`config.mk`:
```
export PLATFORM = sky130hd
export DESIGN_NAME = logger_lamps
export DESIGN_NICKNAME = d
export VERILOG_FILES = /design/src/rtl/lamp_pkg.sv /design/src/rtl/lamp_link_if.sv /design/src/rtl/lamp_prescaler.sv /design/src/rtl/logger_lamps.sv /design/src/rtl/trigger_debounce.sv
export VERILOG_INCLUDE_DIRS = /design/src /design/src/rtl
export SDC_FILE = /design/constraint.sdc
export NUM_CORES = 1
export LEC_CHECK = 0
export BUFFER_PORTS_ARGS = -buffer_cell sky130_fd_sc_hd__buf_2
export CAP_MARGIN = 20
export CORE_MARGIN = 8
export CORE_UTILIZATION = 25
export DETAILED_ROUTE_END_ITERATION = 8
export MAX_ROUTING_LAYER = met4
export PLACE_DENSITY_LB_ADDON = 0.08
export SLEW_MARGIN = 20
export SYNTH_ARGS = -nofsm -noshare
export SYNTH_HDL_FRONTEND = slang
export SYNTH_HIERARCHICAL = 1
export SYNTH_SLANG_ARGS = --single-unit
```
`constraint.sdc`:
```
create_clock -name mclk -period 7.24 [get_ports mclk]
set_input_delay 2.172 -clock mclk [delete_from_list [all_inputs] [get_ports mclk]]
set_output_delay 2.172 -clock mclk [all_outputs]
set_load 0.03 [all_outputs]
```
`src/rtl/lamp_defines.svh`:
```
// register map, field positions, reset values and timing of the lamp block
`ifndef LAMP_DEFINES_SVH
`define LAMP_DEFINES_SVH
`define ADDR_CTRL      8'h00
`define ADDR_FAULT     8'h04
`define ADDR_PULSE     8'h08
`define ADDR_STATUS    8'h0C
`define CTRL_LOGGER    0
`define CTRL_RISING    1
`define CTRL_PULSE_EN  2
`define CTRL_HOST      3
`define CTRL_FW_ERR    4
`define CTRL_RST       5'h00
`define PULSE_RST      16'h0064
`define MCLK_NS        40
`define TICK_MS        1
`define TICK_CYC       ((`TICK_MS * 1000000) / `MCLK_NS)
`define DEBOUNCE_MS    30
`define DEBOUNCE_CYC   ((`DEBOUNCE_MS * 1000000 + `MCLK_NS - 1) / `MCLK_NS)
`define FLASH_MS       50
`define SLOW_BIT       9
`define FAST_BIT       7
`define RUN_LSB        8
`define SLOT_LSB       9
`define SLOT_ON_BIT    8
`define BEACON_LSB     7
`define DUTY_ON        10'h399
`endif

```
`src/rtl/lamp_pkg.sv`:
```
// types shared by the lamp and trigger block
package lamp_pkg;
	typedef enum logic [2:0] {
		LOG_IDLE    = 3'h0,
		LOG_ARMED   = 3'h1,
		LOG_ACTIVE  = 3'h2,
		LOG_STOPPED = 3'h3,
		LOG_CLOSING = 3'h4
	} log_state_t;
	typedef enum logic [2:0] {
		FAULT_NONE      = 3'h0,
		FAULT_OVERRUN   = 3'h1,
		FAULT_DISK_FULL = 3'h2,
		FAULT_CONFIG    = 3'h3,
		FAULT_DISK_ERR  = 3'h4,
		FAULT_OTHER     = 3'h5
	} fault_t;
endpackage

```
`src/rtl/lamp_link_if.sv`:
```
// timebase and trigger signals between the lamp block and its helpers
`timescale 1ns/10ps
interface lamp_link_if;
	logic        tick;       // one cycle per millisecond
	logic [11:0] phase;      // free-running millisecond count
	logic        rising_sel; // trigger on release from ground
	logic        fire;       // debounced trigger event
	logic        level;      // debounced trigger pin level
	modport pre_mp (output tick, phase);
	modport deb_mp (input rising_sel, output fire, level);
	modport top_mp (input tick, phase, fire, level, output rising_sel);
endinterface

```
`src/rtl/lamp_prescaler.sv`:
```
// millisecond tick and pattern phase counter
`timescale 1ns/10ps
`include "lamp_defines.svh"
module lamp_prescaler #(
	parameter int unsigned TICK_CYC = `TICK_CYC
) (
	input  wire logic        mclk,   // system clock
	input  wire logic        arst_n, // async reset, active low
	lamp_link_if.pre_mp      link    // tick and phase out
);
	typedef struct packed {
		logic [14:0] div;
		logic        tick;
		logic [11:0] phase;
	} pre_state_t;
	pre_state_t st_reg;
	pre_state_t st_next;

	// divide the clock down to one tick per millisecond
	always_comb begin
		st_next = st_reg;
		st_next.tick = 1'b0;
		if (st_reg.div == 15'(TICK_CYC - 1)) begin
			st_next.div = 15'h0000;
			st_next.tick = 1'b1;
			st_next.phase = st_reg.phase + 12'h001;
		end else begin
			st_next.div = st_reg.div + 15'h0001;
		end
	end

	always_ff @(posedge mclk or negedge arst_n) begin
		if (!arst_n) begin
			st_reg <= '0;
		end else begin
			st_reg <= st_next;
		end
	end

	assign link.tick = st_reg.tick;
	assign link.phase = st_reg.phase;
endmodule

```
`src/rtl/logger_lamps.sv`:
```
// lamp patterns, logging state, trigger output and apb registers
`timescale 1ns/10ps
`include "lamp_defines.svh"
module logger_lamps #(
	parameter int unsigned TICK_CYC = `TICK_CYC,
	parameter int unsigned DEB_CYC  = `DEBOUNCE_CYC
) (
	input  wire logic        mclk,                // 25 MHz clock
	input  wire logic        arst_n,              // async reset
	input  wire logic [7:0]  paddr,               // apb address
	input  wire logic        psel,                // apb select
	input  wire logic        penable,             // apb enable
	input  wire logic        pwrite,              // apb direction
	input  wire logic [31:0] pwdata,              // apb write data
	output logic      [31:0] prdata,              // apb read data
	output logic             pready,              // apb ready
	output logic             pslverr,             // apb error
	input  wire logic [1:0]  can_activity,        // message pulse
	input  wire logic [1:0]  can_err_frame,       // error frame pulse
	input  wire logic [1:0]  can_err_passive,     // passive level
	input  wire logic        usb_present,         // usb link up
	input  wire logic        disk_present,        // disk seated
	input  wire logic        disk_busy,           // disk formatting
	input  wire logic        trig_pin,            // trigger pin
	output logic             power_lamp,          // green lamp
	output logic             first_channel_lamp,  // yellow lamp 1
	output logic             second_channel_lamp, // yellow lamp 2
	output logic             err_red,             // error lamp red
	output logic             err_yellow,          // error lamp yellow
	output logic             trig_out,            // output pulse pin
	output logic             log_enable,          // logging running
	output logic             log_close            // close file pulse
);
	localparam logic [5:0] FLASH = 6'(`FLASH_MS / `TICK_MS);

	typedef struct packed {
		logic [4:0]          ctrl;
		lamp_pkg::fault_t    fault;
		logic [15:0]         pulse_len;
		lamp_pkg::log_state_t log;
		logic [7:0]          trig_cnt;
		logic [1:0][5:0]     fl;
		logic [5:0]          ef;
		logic [15:0]         pulse_cnt;
		logic                trig_out;
		logic                log_en;
		logic                close;
		logic [4:0]          lamp;
		logic [31:0]         prdata;
		logic                pready;
		logic                pslverr;
	} top_state_t;
	top_state_t st_reg;
	top_state_t st_next;

	lamp_link_if link ();

	lamp_prescaler #(.TICK_CYC(TICK_CYC)) u_pre (
		.mclk   (mclk),
		.arst_n (arst_n),
		.link   (link.pre_mp)
	);

	trigger_debounce #(.DEB_CYC(DEB_CYC)) u_deb (
		.mclk     (mclk),
		.arst_n   (arst_n),
		.trig_pin (trig_pin),
		.link     (link.deb_mp)
	);

	assign link.rising_sel = st_reg.ctrl[`CTRL_RISING];

	// blink sources cut from the millisecond phase
	logic slow;
	logic fast;
	logic duty90;
	logic beacon;
	logic code_on;
	logic [1:0] run;
	assign slow = link.phase[`SLOW_BIT];
	assign fast = link.phase[`FAST_BIT];
	assign duty90 = link.phase[9:0] < `DUTY_ON;
	assign beacon = link.phase[11:`BEACON_LSB] == 5'h00;
	assign run = link.phase[`RUN_LSB+1:`RUN_LSB];
	assign code_on = (link.phase[11:`SLOT_LSB] < st_reg.fault) &&
		link.phase[`SLOT_ON_BIT];

	// per channel flash stretcher; a new message wins over the decrement
	logic [1:0][5:0] fl_next;
	logic [1:0] chan_on;
	genvar gi;
	generate
		for (gi = 0; gi < 2; gi++) begin : g_chan
			assign fl_next[gi] = can_activity[gi] ? FLASH :
				(link.tick && st_reg.fl[gi] != 6'h00) ?
				st_reg.fl[gi] - 6'h01 : st_reg.fl[gi];
			assign chan_on[gi] = can_err_passive[gi] ? slow :
				(fl_next[gi] != 6'h00);
		end
	endgenerate

	// error frame flash stretcher shared by both channels
	logic [5:0] ef_next;
	assign ef_next = (|can_err_frame) ? FLASH :
		(link.tick && st_reg.ef != 6'h00) ?
		st_reg.ef - 6'h01 : st_reg.ef;

	// apb phase decode
	logic setup;
	logic acc;
	logic mapped;
	assign setup = psel && !penable;
	assign acc = psel && penable && st_reg.pready;
	assign mapped = (paddr[1:0] == 2'h0) && (paddr <= `ADDR_STATUS);

	// next state of registers, logging fsm, pulse and lamps
	always_comb begin
		logic       pw;
		logic [1:0] ch;
		logic       red;
		logic       yel;
		logic       logger;
		pw = 1'b0;
		ch = 2'b00;
		red = 1'b0;
		yel = 1'b0;
		logger = st_reg.ctrl[`CTRL_LOGGER];
		st_next = st_reg;
		st_next.fl = fl_next;
		st_next.ef = ef_next;

		// apb: one wait state, data and error set up in the first cycle
		st_next.pready = setup;
		st_next.pslverr = setup && !mapped;
		if (setup) begin
			case (paddr)
				`ADDR_CTRL:   st_next.prdata = {27'h0000000, st_reg.ctrl};
				`ADDR_FAULT:  st_next.prdata = {29'h00000000, st_reg.fault};
				`ADDR_PULSE:  st_next.prdata = {16'h0000, st_reg.pulse_len};
				`ADDR_STATUS: st_next.prdata = {16'h0000, st_reg.trig_cnt,
					can_err_passive, disk_present, usb_present,
					link.level, st_reg.log};
				default:      st_next.prdata = 32'h00000000;
			endcase
		end
		if (acc && pwrite && !st_reg.pslverr) begin
			case (paddr)
				`ADDR_CTRL:  st_next.ctrl = pwdata[4:0];
				`ADDR_FAULT: st_next.fault = (pwdata[2:0] > 3'h5) ?
					lamp_pkg::FAULT_OTHER : lamp_pkg::fault_t'(pwdata[2:0]);
				`ADDR_PULSE: st_next.pulse_len = pwdata[15:0];
				default:     st_next.pulse_len = st_reg.pulse_len;
			endcase
		end

		// logging sequence
		unique case (st_reg.log)
			lamp_pkg::LOG_IDLE: begin
				if (logger && disk_present && !usb_present &&
					!st_reg.ctrl[`CTRL_FW_ERR] &&
					st_reg.fault == lamp_pkg::FAULT_NONE) begin
					st_next.log = lamp_pkg::LOG_ARMED;
				end
			end
			lamp_pkg::LOG_ARMED: begin
				if (usb_present || !logger) begin
					st_next.log = lamp_pkg::LOG_CLOSING;
				end else if (link.fire) begin
					st_next.log = lamp_pkg::LOG_ACTIVE;
				end
			end
			lamp_pkg::LOG_ACTIVE: begin
				if (usb_present || !logger) begin
					st_next.log = lamp_pkg::LOG_CLOSING;
				end else if (link.fire) begin
					st_next.log = lamp_pkg::LOG_STOPPED;
				end
			end
			lamp_pkg::LOG_STOPPED: begin
				if (usb_present || !logger) begin
					st_next.log = lamp_pkg::LOG_IDLE;
				end
			end
			lamp_pkg::LOG_CLOSING: begin
				st_next.log = lamp_pkg::LOG_IDLE;
			end
			default: begin
				st_next.log = lamp_pkg::LOG_IDLE;
			end
		endcase
		st_next.log_en = (st_next.log == lamp_pkg::LOG_ARMED) ||
			(st_next.log == lamp_pkg::LOG_ACTIVE);
		st_next.close = (st_next.log == lamp_pkg::LOG_CLOSING);

		// trigger events: count them and start the output pulse
		if (link.fire) begin
			st_next.trig_cnt = st_reg.trig_cnt + 8'h01;
		end
		if (link.fire && st_reg.ctrl[`CTRL_PULSE_EN]) begin
			st_next.pulse_cnt = st_reg.pulse_len;
		end else if (link.tick && st_reg.pulse_cnt != 16'h0000) begin
			st_next.pulse_cnt = st_reg.pulse_cnt - 16'h0001;
		end
		st_next.trig_out = st_next.pulse_cnt != 16'h0000;

		// lamp pattern by priority of conditions
		if (!disk_present && !usb_present) begin
			pw = slow;
			ch = {slow, slow};
			red = slow;
		end else if (st_reg.ctrl[`CTRL_HOST] && usb_present) begin
			pw = run == 2'h0;
			ch = {run == 2'h2, run == 2'h1};
			red = disk_busy ? slow : (run == 2'h3);
		end else if (st_reg.ctrl[`CTRL_FW_ERR]) begin
			pw = fast;
			red = 1'b1;
		end else if (!logger) begin
			pw = usb_present ? 1'b1 : slow;
			ch = chan_on;
			red = (|can_err_passive) && slow;
			yel = ef_next != 6'h00;
		end else if (!usb_present && st_reg.log == lamp_pkg::LOG_IDLE) begin
			pw = beacon;
		end else begin
			unique case (st_reg.log)
				lamp_pkg::LOG_ARMED:   pw = duty90;
				lamp_pkg::LOG_ACTIVE:  pw = fast;
				lamp_pkg::LOG_STOPPED: pw = slow;
				default:               pw = 1'b1;
			endcase
			ch = chan_on;
			if (st_reg.fault != lamp_pkg::FAULT_NONE) begin
				red = 1'b1;
				yel = code_on;
			end else begin
				red = (|can_err_passive) && slow;
				yel = ef_next != 6'h00;
			end
		end
		// the bi-colour lamp shows one colour at a time, yellow on top
		st_next.lamp = {yel, red && !yel, ch, pw};
	end

	always_ff @(posedge mclk or negedge arst_n) begin
		if (!arst_n) begin
			st_reg <= '0;
			st_reg.ctrl <= `CTRL_RST;
			st_reg.pulse_len <= `PULSE_RST;
		end else begin
			st_reg <= st_next;
		end
	end

	assign prdata = st_reg.prdata;
	assign pready = st_reg.pready;
	assign pslverr = st_reg.pslverr;
	assign power_lamp = st_reg.lamp[0];
	assign first_channel_lamp = st_reg.lamp[1];
	assign second_channel_lamp = st_reg.lamp[2];
	assign err_red = st_reg.lamp[3];
	assign err_yellow = st_reg.lamp[4];
	assign trig_out = st_reg.trig_out;
	assign log_enable = st_reg.log_en;
	assign log_close = st_reg.close;
endmodule

```
`src/rtl/trigger_debounce.sv`:
```
// trigger pin synchroniser, debouncer and edge selector
`timescale 1ns/10ps
`include "lamp_defines.svh"
module trigger_debounce #(
	parameter int unsigned DEB_CYC = `DEBOUNCE_CYC
) (
	input  wire logic        mclk,     // system clock
	input  wire logic        arst_n,   // async reset, active low
	input  wire logic        trig_pin, // raw pin, pulled up
	lamp_link_if.deb_mp      link      // edge select in, event out
);
	typedef struct packed {
		logic        s1;
		logic        s2;
		logic [19:0] cnt;
		logic        level;
		logic        fire;
	} deb_state_t;
	deb_state_t st_reg;
	deb_state_t st_next;

	// accept a new level only after it stayed stable for the full window
	always_comb begin
		st_next = st_reg;
		st_next.s1 = trig_pin;
		st_next.s2 = st_reg.s1;
		st_next.fire = 1'b0;
		if (st_reg.s2 == st_reg.level) begin
			st_next.cnt = 20'h00000;
		end else if (st_reg.cnt == 20'(DEB_CYC - 1)) begin
			st_next.cnt = 20'h00000;
			st_next.level = st_reg.s2;
			st_next.fire = (st_reg.s2 == link.rising_sel);
		end else begin
			st_next.cnt = st_reg.cnt + 20'h00001;
		end
	end

	// pin idles high through its pull-up
	always_ff @(posedge mclk or negedge arst_n) begin
		if (!arst_n) begin
			st_reg <= '{s1: 1'b1, s2: 1'b1, cnt: 20'h00000,
				level: 1'b1, fire: 1'b0};
		end else begin
			st_reg <= st_next;
		end
	end

	assign link.fire = st_reg.fire;
	assign link.level = st_reg.level;
endmodule

```
==> results.toml <==
[status]
outcome = "completed"

[detailed_routing]
route.antenna.remaining_nets = 0
vias = 5574
drc = 0
wl_mm = 19.2
avgViaCountPerCell = 4.59
drt-initial-drc-count = 355
avgRoutedWirePerCell_um = 15.8
first_pass_iters = 4

[layout]
drive_gt1_share_pct = 19.1
post-route-util_pct = 29.1
fill_cells = 3197
layout.nets = 873
largest_register_ffs = 68
area_delta_synth_final_pct = 14.5

[synth]
ys_types = 82
synth_seq_cells = 147
yosys.area.top_type = "dfrtp_1"
syn_avg_cell_area_sq_um = 10.1
synth_edf_count = 0
syn_inst = 769
synthArstFlopShare_pct = 100
synth_area_leaders = "dfrtp_1 (46%), nand2_1 (4.4%), buf_4 (4.3%), xnor2_1 (4.0%), nor2_1 (3.2%)"
synth_top_area_share_pct = 45.6
ys.flop_type = "dfrtp_1"
yosysSeqAreaShare_pct = 47.6
ys_warn_count = 6
mappedNetlistArea_sq_mm = 0.00774

[sta]
worst_slew_pin_slew_ns = 0.938
slew_headroom_pct = 37.5
period_share_pct = 57.4
rsz0062_at_grt = "false"
setup_viol = 0
min_period_ns = 4.16
setup_tns_ns = 0
fmax_mhz = 241
slew_violations = 0
fin_skew_ns = 0.0139
hold_viol = 0

[critical_path]
reg2reg_slack_ns = 4.52
worst-r2r-cell-count = 7
critPathKind = "primary input to flip-flop"
critPathLaunchType = "primary input"
required_ns = 7.53
r2r-start = "u_pre/link.tick$_DFF_PN0_"
cp_max_fo = 16
arrival_ns = 4.44
crit_path_end_kind = "flip-flop"
timing.rr.end = "trig_out$_DFF_PN0_"

[clock_network]
cts_sinks = 147
cts_setup_buffers = 0
cts_tree = "built"
clock_path_buffers = 2
numCtsBuffers = 17
cts-root-buf = "clkbuf_16"
htree_levels = 4
ctsHoldBuffers = 0
clk_latency_ns = 0.42
clk_pin_slew_ns = 0.06
postCtsResizedCells = 0

[pwr]
ir_worst_vdd_mv = 0.148
powerDensity_mw_per_mm2 = 214
leakagePower_nw = 3.97

[placement]
port_buffers = 64
gp_congestion = 0.794
hpwl_mm = 14.0

[worst_hold_path]
hold_depth = 0
worstHoldEndpoint = "u_deb/st_reg[22]$_DFF_PN1_"
min_path_type = "flip-flop to flip-flop"
min-delay-start = "u_deb/st_next[22]$_DFF_PN1_"

[global_route]
top_usage_layer = "met2"
grt_first_pass_wirelength_mm = 31.7
grt_pass1_vias = 5927
gr-total-overflow = 0
use_met1_pct = 13.2
antenna_found_initial = 2
grt.met2_usage_pct = 18.6
grt_use_total_pct = 11.1
met3_usage_pct = 2.45
grt_start_max_net_pins = 98

[die]
initial_utilization_pct = 25.4
core_region_area_sq_mm = 0.0305
die_y_um = 192
die_w_um = 192
die-area_sq_mm = 0.0369
rows = 64
ioPinCount = 97

[flow_run]
cap_violations = 0
cell usage in the layout (no fill, tap or decap), drive strengths merged, types with 3 or more instances in the layout:
cell type,instances
mux2,23
nor2b,4
dfstp,6
or3,10
mux2i,16
nor4b,3
or4b,3
nor4,17
and3,3
nand3b,4
nand2,91
nor2,66
nor3,27
nand4,15
and2,4
dfrtp,141
conb,16
xor2,25
or3b,3
o21ai,46
or4,9
o31ai,5
or2,5
nand3,23
mux4,3
o211ai,3
bufinv,4
inv,31
clkinv,3
buf,65
a21oi,23
xnor2,36
ha,14
clkbuf,19
nand4b,3
a211oi,3
a31oi,5
a21boi,3
nand2b,9
kinds of logic (layout without fill, tap and decap cells):
logic type / Yosys count / count (layout) / synth area share (%)
other: 1 / 18 / 0.0484
adders and majority gates: 14 / 14 / 2.26
buffers and inverters: 90 / 123 / 6.61
muxes: 42 / 42 / 6.29
and+or+nand+nor: 305 / 305 / 21.1
xor gates and xnor gates: 61 / 61 / 7.00
DFF: 147 / 147 / 47.6
AOI/OAI and AO/OA: 109 / 109 / 9.06
cell usage after synthesis, types with 5 or more instances:
cell type	n
dfrtp_1	141
nand2_1	91
nor2_1	65
buf_4	44
o21ai_0	36
xnor2_1	35
inv_1	25
xor2_1	25
nor3_1	23
a21oi_1	22
nand3_1	21
mux2i_1	16
ha_1	14
nand4_1	14
mux2_2	13
nor4_1	13
clkbuf_1	11
mux2_1	10
nand2b_1	9
o21ai_1	8
buf_2	6
dfstp_2	6
or3_1	6
or4_1	6
a31oi_1	5
o31ai_1	5
worst max-delay path by stage:
stage	depth (start not counted)	from	endpoint
final	7	paddr[7]	st_reg[90]$_DFFE_PN0P_
after global routing	7	paddr[7]	st_reg[94]$_DFFE_PN0P_
after CTS	7	paddr[7]	st_reg[91]$_DFFE_PN0P_
after detailed placement	7	paddr[7]	st_reg[94]$_DFFE_PN0P_
after global placement	7	paddr[7]	st_reg[97]$_DFFE_PN0P_
after floorplan	7	paddr[7]	st_reg[90]$_DFFE_PN0P_
final cells by class:
| type | count | area, sq um | share of cell area, % |
|---|---|---|---|
| clock buffers | 19 | 453 | 5.11 |
| clock inverters | 13 | 194 | 2.19 |
| multi-input cells | 547 | 3600 | 40.6 |
| inverters | 26 | 97.6 | 1.10 |
| well taps | 396 | 495 | 5.59 |
| repair buffers | 65 | 334 | 3.77 |
| flip-flops and latches | 147 | 3690 | 41.6 |
| diodes | 2 | 5.00 | 0.0564 |
through the flow:
step           cells  hold WS [ns]  instance area (sq um)  total power (W)  worst slack [ns]
6_report        1215         0.368                   8870          0.00190              3.08
5_1_grt         1215         0.372                   8870          0.00198              2.88
4_1_cts         1213         0.368                   8860          0.00193              3.05
3_5_place_dp    1181         0.359                   8220         0.000942              2.60
3_3_place_gp    1181         0.369                   8220         0.000941              2.62
2_1_floorplan    784         0.345                   7800         0.000901              3.24
worst max-delay path, cell delays in order:
cell and delay [ns]:
buf_2 0.09, or4_1 0.53, nor3_2 0.36, nand2_1 0.15
nor2_1 0.11, nand2_1 0.52, mux2_1 0.52
routing by layer:
metal	wire length [um]	vias up	share of wire [%]
li1	-	2709	-
met1	8660	2784	45
met2	9640	66	50
met3	644	15	3.4
met4	201	0	1.0
met5	0	-	0
report_power, final:
group          total [W]  switching [W]  internal (W)
clock network   0.000975       0.000372      0.000602
registers       0.000836     0.00000675      0.000829
logic          0.0000873      0.0000645     0.0000228
Note: power is estimated with default switching activity, not from simulation.
